File: src/verilog/flash_pins_pkg.sv
package flash_pins_pkg;

    // Width of one serial byte
    localparam int BYTE_W = 8;
    // Depth of the outgoing byte buffer
    localparam int TX_DEPTH = 8;
    // Width of the protect level field
    localparam int PROTECT_W = 3;
    // Reset value of the protect level field
    localparam logic [2:0] PROTECT_RESET = 3'h0;
    // Byte shifted out when no outgoing byte is waiting
    localparam logic [7:0] IDLE_BYTE = 8'hFF;
    // Bit counter value of the last bit in a byte
    localparam logic [2:0] LAST_BIT = 3'h7;

    // Power state seen from outside
    typedef enum logic [0:0] {
        ST_STANDBY = 1'b0,
        ST_ACTIVE = 1'b1
    } power_state_t;

    // Pin levels, raw or synchronised
    typedef struct packed {
        logic sclk;
        logic select_n;
        logic hold_n;
        logic wp_n;
        logic data_in;
    } pins_t;

    // Received byte with its strobe
    typedef struct packed {
        logic strobe;
        logic [7:0] data;
    } rx_word_t;

endpackage

File: src/verilog/byte_fifo.sv
`timescale 1ns/1ps
module byte_fifo
    import flash_pins_pkg::*;
#(
    parameter int WIDTH = BYTE_W,
    parameter int DEPTH = TX_DEPTH
)
(
    // Clock and reset
    input wire logic clock,
    input wire logic nrst,
    // Filling side
    input wire logic in_valid,
    input wire logic [WIDTH-1:0] in_data,
    output logic in_ready,
    // Draining side
    output logic out_valid,
    output logic [WIDTH-1:0] out_data,
    input wire logic out_ready
);

    localparam int AW = $clog2(DEPTH);

    // Entry storage
    logic [WIDTH-1:0] mem [DEPTH];
    // Pointers and fill count
    logic [AW-1:0] wr_ptr;
    logic [AW-1:0] rd_ptr;
    logic [AW:0] count;
    logic [AW:0] next_count;
    logic push;
    logic pop;

    assign push = in_valid & in_ready;
    assign pop = out_valid & out_ready;
    assign out_data = mem[rd_ptr];

    // Next fill level from this cycle's push and pop
    always_comb
    begin
        next_count = count;
        if (push && !pop)
        begin
            next_count = count + (AW+1)'(1);
        end
        else if (pop && !push)
        begin
            next_count = count - (AW+1)'(1);
        end
    end

    // Entry writes
    always_ff @(posedge clock)
    begin
        if (push)
        begin
            mem[wr_ptr] <= in_data;
        end
    end

    // Pointers, count and registered flags
    always_ff @(posedge clock or negedge nrst)
    begin
        if (!nrst)
        begin
            wr_ptr <= '0;
            rd_ptr <= '0;
            count <= '0;
            in_ready <= 1'b0;
            out_valid <= 1'b0;
        end
        else
        begin
            if (push)
            begin
                wr_ptr <= (wr_ptr == AW'(DEPTH - 1)) ? '0 : wr_ptr + AW'(1);
            end
            if (pop)
            begin
                rd_ptr <= (rd_ptr == AW'(DEPTH - 1)) ? '0 : rd_ptr + AW'(1);
            end
            count <= next_count;
            in_ready <= (next_count != (AW+1)'(DEPTH));
            out_valid <= (next_count != '0);
        end
    end

endmodule

File: src/verilog/serial_flash_pin_interface.sv
// Behaviour
// - Sample serial input on each rising clock edge
// - Input carries command, address, then program data
// - Change serial output after each falling edge
// - Select high: deselected, ignore traffic, output floats
// - Deselected: standby once internal cycle has finished
// - Select low enables device, active power state
// - Ignore commands until first select falling edge
// - Hold low pauses transfer, resumes where stopped
// - During hold output floats, clock, input ignored
// - Hold valid only while select is low
// - Write protect low freezes protect level bits
// - Works in clock modes zero and three
`timescale 1ns/1ps
module serial_flash_pin_interface
    import flash_pins_pkg::*;
(
    // Clock and reset
    input wire logic clock,
    input wire logic nrst,
    // Serial pins from the bus master
    input wire logic sclk,
    input wire logic select_n,
    input wire logic hold_n,
    input wire logic wp_n,
    input wire logic serial_data_in,
    // Serial output pin and its enable
    output logic serial_data_out,
    output logic serial_data_out_en,
    // Received bytes toward the command logic
    output logic [7:0] rx_byte,
    output logic rx_strobe,
    output logic rx_first,
    // Outgoing bytes from the command logic
    input wire logic tx_valid,
    input wire logic [7:0] tx_data,
    output logic tx_ready,
    // Internal cycle status and protect level update
    input wire logic busy,
    input wire logic protect_wr,
    input wire logic [2:0] protect_wr_data,
    // State seen by the rest of the device
    output logic [2:0] protect_level_bits,
    output power_state_t power_state,
    output logic hold_active,
    output logic armed
);

    // Two-stage synchronisers for the pins
    pins_t pin_raw;
    pins_t pin_m;
    pins_t pin_s;
    // Previous synchronised clock and select
    logic sclk_q;
    logic select_q;
    // Edge strobes on the serial clock
    logic rise;
    logic fall;
    // Transfer allowed this cycle
    logic xfer;
    // Bit position within the current byte
    logic [2:0] bit_cnt;
    // Input and output shift registers
    logic [7:0] rx_shift;
    logic [7:0] tx_shift;
    // First byte of the current selection not yet delivered
    logic first_pending;
    // Buffered outgoing byte
    logic buf_valid;
    logic [7:0] buf_data;
    logic buf_pop;

    assign pin_raw = {sclk, select_n, hold_n, wp_n, serial_data_in};

    for (genvar gi = 0; gi < $bits(pins_t); gi++)
    begin : g_sync
        // Each pin passes two flops before any logic reads it
        always_ff @(posedge clock or negedge nrst)
        begin
            if (!nrst)
            begin
                pin_m[gi] <= 1'b1;
                pin_s[gi] <= 1'b1;
            end
            else
            begin
                pin_m[gi] <= pin_raw[gi];
                pin_s[gi] <= pin_m[gi];
            end
        end
    end

    // Clock edges are ignored while deselected, unarmed or held
    assign rise = pin_s.sclk & ~sclk_q;
    assign fall = ~pin_s.sclk & sclk_q;
    assign xfer = ~pin_s.select_n & armed & ~hold_active;
    assign buf_pop = fall & xfer & (bit_cnt == 3'h0);

    // Outgoing byte buffer, drained one byte per byte boundary
    byte_fifo #(
        .WIDTH(BYTE_W),
        .DEPTH(TX_DEPTH)
    ) u_tx_fifo (
        .clock(clock),
        .nrst(nrst),
        .in_valid(tx_valid),
        .in_data(tx_data),
        .in_ready(tx_ready),
        .out_valid(buf_valid),
        .out_data(buf_data),
        .out_ready(buf_pop)
    );

    // Edge history of clock and select, and the registered output enable
    always_ff @(posedge clock or negedge nrst)
    begin
        if (!nrst)
        begin
            sclk_q <= 1'b1; // Same level as the synchroniser reset: no false edge
            select_q <= 1'b1;
            serial_data_out_en <= 1'b0;
        end
        else
        begin
            sclk_q <= pin_s.sclk;
            select_q <= pin_s.select_n;
            // Drive only when selected, armed and not held
            serial_data_out_en <= xfer;
        end
    end

    // Armed by the first select falling edge after reset
    always_ff @(posedge clock or negedge nrst)
    begin
        if (!nrst)
        begin
            armed <= 1'b0;
        end
        else if (select_q && !pin_s.select_n)
        begin
            armed <= 1'b1;
        end
    end

    // Hold pause, only while selected and with the clock low
    always_ff @(posedge clock or negedge nrst)
    begin
        if (!nrst)
        begin
            hold_active <= 1'b0;
        end
        else if (pin_s.select_n)
        begin
            hold_active <= 1'b0;
        end
        else if (!pin_s.sclk)
        begin
            hold_active <= ~pin_s.hold_n;
        end
    end

    // Input shifting on rising edges, byte delivery
    always_ff @(posedge clock or negedge nrst)
    begin
        if (!nrst)
        begin
            bit_cnt <= 3'h0;
            rx_shift <= 8'h00;
            rx_byte <= 8'h00;
            rx_strobe <= 1'b0;
            rx_first <= 1'b0;
            first_pending <= 1'b1;
        end
        else
        begin
            rx_strobe <= 1'b0;
            if (pin_s.select_n)
            begin
                // Deselect aborts any partial byte
                bit_cnt <= 3'h0;
                first_pending <= 1'b1;
            end
            else if (rise && xfer)
            begin
                rx_shift <= {rx_shift[6:0], pin_s.data_in};
                bit_cnt <= bit_cnt + 3'h1;
                if (bit_cnt == LAST_BIT)
                begin
                    // Command byte first, then address and data bytes
                    rx_byte <= {rx_shift[6:0], pin_s.data_in};
                    rx_strobe <= 1'b1;
                    rx_first <= first_pending;
                    first_pending <= 1'b0;
                end
            end
        end
    end

    // Output shifting on falling edges; works for both idle clock levels
    always_ff @(posedge clock or negedge nrst)
    begin
        if (!nrst)
        begin
            tx_shift <= IDLE_BYTE;
            serial_data_out <= 1'b1;
        end
        else if (fall && xfer)
        begin
            if (bit_cnt == 3'h0)
            begin
                // Byte boundary: load the next buffered byte
                tx_shift <= buf_valid ? buf_data : IDLE_BYTE;
                serial_data_out <= buf_valid ? buf_data[7] : IDLE_BYTE[7];
            end
            else
            begin
                tx_shift <= {tx_shift[6:0], 1'b1};
                serial_data_out <= tx_shift[6];
            end
        end
    end

    // Power state follows select and internal cycles
    always_ff @(posedge clock or negedge nrst)
    begin
        if (!nrst)
        begin
            power_state <= ST_STANDBY;
        end
        else
        begin
            case (power_state)
                ST_STANDBY:
                begin
                    if (!pin_s.select_n || busy)
                    begin
                        power_state <= ST_ACTIVE;
                    end
                end
                ST_ACTIVE:
                begin
                    if (pin_s.select_n && !busy)
                    begin
                        power_state <= ST_STANDBY;
                    end
                end
            endcase
        end
    end

    // Protect level bits, frozen while write protect is low
    always_ff @(posedge clock or negedge nrst)
    begin
        if (!nrst)
        begin
            protect_level_bits <= PROTECT_RESET;
        end
        else if (protect_wr && pin_s.wp_n)
        begin
            protect_level_bits <= protect_wr_data;
        end
    end
endmodule
File: config.mk
export PLATFORM = sky130hd
export DESIGN_NAME = serial_flash_pin_interface
export DESIGN_NICKNAME = d
export VERILOG_FILES = /design/src/verilog/flash_pins_pkg.sv /design/src/verilog/byte_fifo.sv /design/src/verilog/serial_flash_pin_interface.sv
export SDC_FILE = /design/constraint.sdc
export NUM_CORES = 1
export LEC_CHECK = 0
export ABC_CLOCK_PERIOD_IN_PS = 2250
export CAP_MARGIN = 20
export CORE_MARGIN = 1
export CORE_UTILIZATION = 57
export DETAILED_ROUTE_END_ITERATION = 8
export DONT_BUFFER_PORTS = 1
export PLACE_DENSITY = 0.75
export SETUP_SLACK_MARGIN = 0.02
export SYNTH_ARGS = -nofsm -noshare
export SYNTH_HDL_FRONTEND = slang
export SYNTH_HIERARCHICAL = 1
export SYNTH_SLANG_ARGS = --single-unit
export TNS_END_PERCENT = 1
File: constraint.sdc
create_clock -name clock -period 2.25 [get_ports clock]
set_input_delay 0.1125 -clock clock [delete_from_list [all_inputs] [get_ports clock]]
set_output_delay 0.1125 -clock clock [all_outputs]
set_load 0.02 [all_outputs]
Word level (Yosys, flattened, before mapping)

Memory sizes are Yosys's and may differ from the RTL's.
Cells that the tools add are included.
Widths: inputs -> output; s select.

Memories: 1
Output and inout port bits: 19
Flip-flop bits (word level): 60
Logic and storage cells: 97
Memory bits (writable): 64
Input port bits: 21

Memories:

| memory        | depth | width | rd ports | clocked after memory_dff | wr ports | line            | text |
|---|---|---|---|---|---|---|---|
| u_tx_fifo.mem | 8     | 8     | 1        | 0                        | 1        | byte_fifo.sv:25 | `logic [WIDTH-1:0] mem [DEPTH];` |

Equal/unequal tests: 5
Mux-type cells: 23
Reductions and logical operators: 19
Add/subtract/negate cells: 5
Bitwise logic cells: 14

Operator list:

| operator            | count |
|---|---|
| $mux 1              | 14 |
| $mux 7              | 2 |
| $mux 3              | 4 |
| $add 3x1->3 const B | 3 |
| $eq 3x3->1 const B  | 3 |
| $and 1x1->1         | 8 |
| $mux 4              | 2 |
| $logic_and 1x1->1   | 7 |
| $not 1->1           | 6 |
| $add 4x1->4 const B | 1 |
| $logic_not 1->1     | 4 |
| $ne 4x4->1 const B  | 1 |
| $reduce_and 2->1    | 2 |
| $reduce_bool 2->1   | 2 |
| $reduce_bool 4->1   | 1 |
| $sub 4x1->4 const B | 1 |
| $logic_not 3->1     | 1 |
| $reduce_and 3->1    | 1 |
| $ne 2x2->1 const B  | 1 |
| $pmux 1 s2          | 1 |
| $logic_or 1x1->1    | 1 |

Depth between registers and ports, before layout

Depth after elaboration: 10
Gate-level depth with buffers: 10
Gate-level depth less buffers: 8

Modules after synthesis

Netlist, hierarchy kept.

Modules (own cells, without submodules):

| module                     | area an instance (µm²) | sequential area each (µm²) | times used | cells each |
|---|---|---|---|---|
| byte_fifo                  | 3184.3                 | 2222.1                     | 1          | 173 |
| serial_flash_pin_interface | 1939.4                 | 1227.4                     | 1          | 123 |

Least setup slack after synthesis

Ideal clock, no wire load.

Kind: flip-flop to flip-flop
Start point: register armed
End point: register u_tx_fifo.out_valid
Cell stages (with the launch flop): 11
Setup time: 0.142 ns
Buffers on the path: 2
Clock period less this slack: 2.237 ns
Slack: 0.013 ns
Data required time: 2.108 ns
Arrival time: 2.095 ns
Cell sequence: dfrtp_1 or3b_4 inv_2 nand3b_1 buf_6 nor2b_1 and2_1 buf_2 nand3_1 a21boi_0 o221ai_1

Longest elaborated chain between the ends: 9
Elaborated cells between the ends (all ways): 11
Those cells by class: mux: 2; bitwise: 5; reduce/logical: 4

RTL lines:

| what                                                 | line                              | text |
|---|---|---|
| start, declared                                      | serial_flash_pin_interface.sv:46  | `output logic armed` |
| start signal, assigned                               | serial_flash_pin_interface.sv:137 | `armed <= 1'b0;` |
| start signal, assigned                               | serial_flash_pin_interface.sv:141 | `armed <= 1'b1;` |
| $and 1x1->1 * (2 in series)                          | serial_flash_pin_interface.sv:96  | `assign xfer = ~pin_s.select_n & armed & ~hold_active;` |
| net xfer                                             | serial_flash_pin_interface.sv:60  | `logic xfer;` |
| $and 1x1->1 * (2 in series)                          | serial_flash_pin_interface.sv:97  | `assign buf_pop = fall & xfer & (bit_cnt == 3'h0);` |
| net buf_pop                                          | serial_flash_pin_interface.sv:71  | `logic buf_pop;` |
| $and 1x1->1 *                                        | byte_fifo.sv:35                   | `assign pop = out_valid & out_ready;` |
| $logic_and 1x1->1 or $logic_not 1->1 (tied branches) | byte_fifo.sv:46, byte_fifo.sv:42  |  |
| $mux 4 or $logic_and 1x1->1 (tied branches)          | byte_fifo.sv:46, byte_fifo.sv:42  |  |
| $mux 4 *                                             | byte_fifo.sv:42                   | `if (push && !pop)` |
| $reduce_bool 4->1 *                                  | byte_fifo.sv:84                   | `out_valid <= (next_count != '0);` |
| end signal, assigned                                 | byte_fifo.sv:84                   |  |
| end, declared                                        | byte_fifo.sv:17                   | `output logic out_valid,` |

The timed path passes the listed nets; every way through them passes the cells marked *.
A chain may end at the register's enable or synchronous reset.

Final worst setup path

Start point: register u_tx_fifo.rd_ptr[0]
End point: register tx_shift[3]

Longest elaborated chain between the ends: 3

RTL lines:

| what                   | line                              | text |
|---|---|---|
| start, declared        | byte_fifo.sv:28                   | `logic [AW-1:0] rd_ptr;` |
| start signal, assigned | byte_fifo.sv:80                   | `rd_ptr <= (rd_ptr == AW'(DEPTH - 1)) ? '0 : rd_ptr + AW'(1);` |
| $mem_v2 8x8            | --                                |  |
| net buf_data[3]        | serial_flash_pin_interface.sv:70  | `logic [7:0] buf_data;` |
| $mux 7                 | serial_flash_pin_interface.sv:212 | `tx_shift <= buf_valid ? buf_data : IDLE_BYTE;` |
| $mux 7                 | serial_flash_pin_interface.sv:209 | `if (bit_cnt == 3'h0)` |
| end signal, assigned   | serial_flash_pin_interface.sv:212 |  |
| end signal, assigned   | serial_flash_pin_interface.sv:217 | `tx_shift <= {tx_shift[6:0], 1'b1};` |
| end, declared          | serial_flash_pin_interface.sv:65  | `logic [7:0] tx_shift;` |

The timed path passes the listed nets, and every way through them passes these cells.

==> flow_summary.json <==
{
  "outcome": "completed",
  "grt.overflow.total": 0,
  "drv_slew": 0,
  "synth_area_mm2": 0.00512,
  "fin_skew_ns": 0.0189,
  "route.detailed.drc": 0,
  "place_inst": 418,
  "setup_viol": 0,
  "mostFrequentLayoutCells": "64 x edfxtp_1, 38 x dfrtp_1, 28 x buf_4",
  "grt_max_degree": 61,
  "power.density_mw_per_mm2": 1230,
  "h-tree-depth": 4,
  "p_leak_nw": 2.58,
  "clk_latency_ns": 0.51,
  "tritoncts.num_buffers": 17,
  "routed_via_density": 5.70,
  "syn_inst": 296,
  "synth_edf_count": 64,
  "syn_area_per_cell_um2": 17.3,
  "layout_commonest_cell": "edfxtp_1",
  "max-slew-margin-rel_pct": 63.8,
  "ios": 40,
  "diodes": 0,
  "ys_warn_count": 6,
  "grt_pass1_vias": 2859,
  "critPathMaxFanout": 4,
  "cts_max_path_buffers": 2,
  "grt_pass1_wl_um": 14600,
  "finalSetupTns_ns": 0,
  "drt-pass1-iter-count": 6,
  "rsz0062_at_grt": "yes",
  "crit_type": "flip-flop to flip-flop",
  "syn_nets": 326,
  "final_cell_count_no_fill": 480,
  "required_ns": 2.67,
  "grtUsageTotal_pct": 20.8,
  "ys_seq_elements": 124,
  "antenna_found_initial": 0,
  "timing.final.crit_share_pct": 97.0,
  "ys_seq_area_share_pct": 67.3,
  "port_buffers": 0,
  "r2r_slack_ns": 0.07,
  "gp_congestion": 0.726,
  "syn2layout_area_growth_pct": 22.5,
  "synth_cell_types": 43,
  "min_period_ns": 2.18,
  "cap_violations": 0,
  "fillerInstances": 523,
  "fin_nets": 389,
  "cp.arrival_ns": 2.61,
  "vias": 2734,
  "routed_wirelength_um": 9210,
  "wl_per_cell_um": 19.2,
  "ys_async_sr_fraction_pct": 48.4,
  "post_dp_cell_area_mm2": 0.00539,
  "root_buffer": "clkbuf_8",
  "postRouteAntennaNets": 0,
  "cts.clk_slew.worst_paths_ns": 0.06,
  "core_area_mm2": 0.00872,
  "hp-class": "input port to asynchronous set/reset pin",
  "design_area_mm2": 0.00628,
  "cts_tree": "yes",
  "place.detailed.hpwl_um": 5210,
  "cp-start-kind": "flip-flop",
  "fmax_mhz": 458,
  "peakVddDrop_v": 0.000631,
  "yosys_most_used_dff": "edfxtp_1",
  "rr_worst_depth": 6,
  "final_hold_viol_count": 0,
  "tightestPinTransition_ns": 0.543,
  "end_kind": "flip-flop",
  "initial_utilization_pct": 58.8,
  "first_iter_violations": 189,
  "final_layout_size_suffix_gt1_share_pct": 38.2,
  "dieWidth_um": 96.8,
  "rows": 34,
  "die-height_um": 96.8,
  "dieArea_mm2": 0.00937,
  "clkSinkCount": 124
}
[synthesized netlist by cell type (all sizes together) (2+ instances only)]
master / number / area share [%]
ha: 9 / 2.2
dfstp: 21 / 11
xnor2: 2 / 0.34
a21o: 3 / 0.46
edfxtp: 64 / 38
inv: 8 / 0.59
a21oi: 2 / 0.20
o211ai: 2 / 0.29
or4bb: 2 / 0.44
and2: 2 / 0.24
nand3: 3 / 0.29
nor3: 8 / 0.78
nand2b: 6 / 0.73
nor2: 10 / 0.88
nand2: 19 / 1.4
mux2: 38 / 10
buf: 6 / 1.2
dfrtp: 39 / 19
clkbuf: 4 / 0.29
nor2b: 5 / 0.61
mux4: 16 / 7.6
nand3b: 5 / 0.73
mux2i: 5 / 0.98
nor4: 2 / 0.24
o21ai: 4 / 0.39
[path summary, 6_finish.rpt]
path	start	end
max reg2reg	u_tx_fifo/rd_ptr[0]$_DFFE_PN0P_	tx_shift[3]$_DFFE_PN1P_
min in group clock	serial_data_in	pin_m[0]$_DFF_PN1_
min reg2reg	pin_m[2]$_DFF_PN1_	pin_s[2]$_DFF_PN1_
max in group asynchronous	nrst	tx_shift[6]$_DFFE_PN1P_
min	nrst	rx_byte[6]$_DFFE_PN0P_
max	u_tx_fifo/rd_ptr[0]$_DFFE_PN0P_	tx_shift[3]$_DFFE_PN1P_
[per-layer routing]
layer	share of wire (%)	track usage (%)	vias up	wire length, um
met2	52	34.6	70	4760
met4	0.66	6.20	0	61
met3	3.8	5.64	8	352
li1	-	-	1254	-
met1	44	26.9	1402	4030
met5	0	0	-	0
[area by class of cell]
type / count / area, um^2 / share of cell area, %
Inverter: 8 / 30.0 / 0.478
Clock buffer: 17 / 414 / 6.60
Multi-Input combinational cell: 154 / 1590 / 25.3
Clock inverter: 15 / 136 / 2.17
Tap cell: 108 / 135 / 2.15
Sequential cell: 124 / 3450 / 55.0
Timing Repair Buffer: 54 / 523 / 8.33
[worst max-delay path: stages (launching register included)]
cell       delay [ns]
dfrtp_2          0.44
clkbuf_16        0.17
mux4_1           0.55
mux2_4           0.28
nand2b_1         0.13
mux2_2           0.27
mux2_4           0.26
[registers in the layout (all words and copies together), names as in the netlist, 4 cells and up]
register / flops
u_tx_fifo/mem: 64
pin_s: 5
rx_shift: 7
pin_m: 5
rx_byte: 8
tx_shift: 7
u_tx_fifo/count: 4
[metrics by stage]
stage                     power [W]  setup slack [ns]  hold slack (ns)  util [%]
after floorplan             0.00452            0.0570           -0.183         -
after global placement      0.00492            0.0861           -0.182      61.8
after detailed placement    0.00498            0.0659           -0.182      61.8
after CTS                   0.00762            0.0393            0.119      71.0
after global routing        0.00807           0.00493            0.130      72.0
final                       0.00772            0.0666            0.130      72.0
[timing repair]
action,in CTS,in global routing
resized for setup,0,9
hold buffers,23,0
setup endpoints to repair,0,8
hold endpoints to repair,136,0
setup buffers,0,6
[cells by family after synthesis]
kind of cell    share of synthesized area [%]
flops                                    67.3
fa+ha+maj                                2.20
simple gates                             7.25
mux                                      18.6
compound gates                           2.12
buf+inv                                  2.12
xor+xnor                                0.342
[power breakdown]
part           internal (W)  switching [W]
clock               0.00148        0.00105
sequential          0.00287       0.000326
combinational       0.00117       0.000812
(Power assumes the default switching activity.)
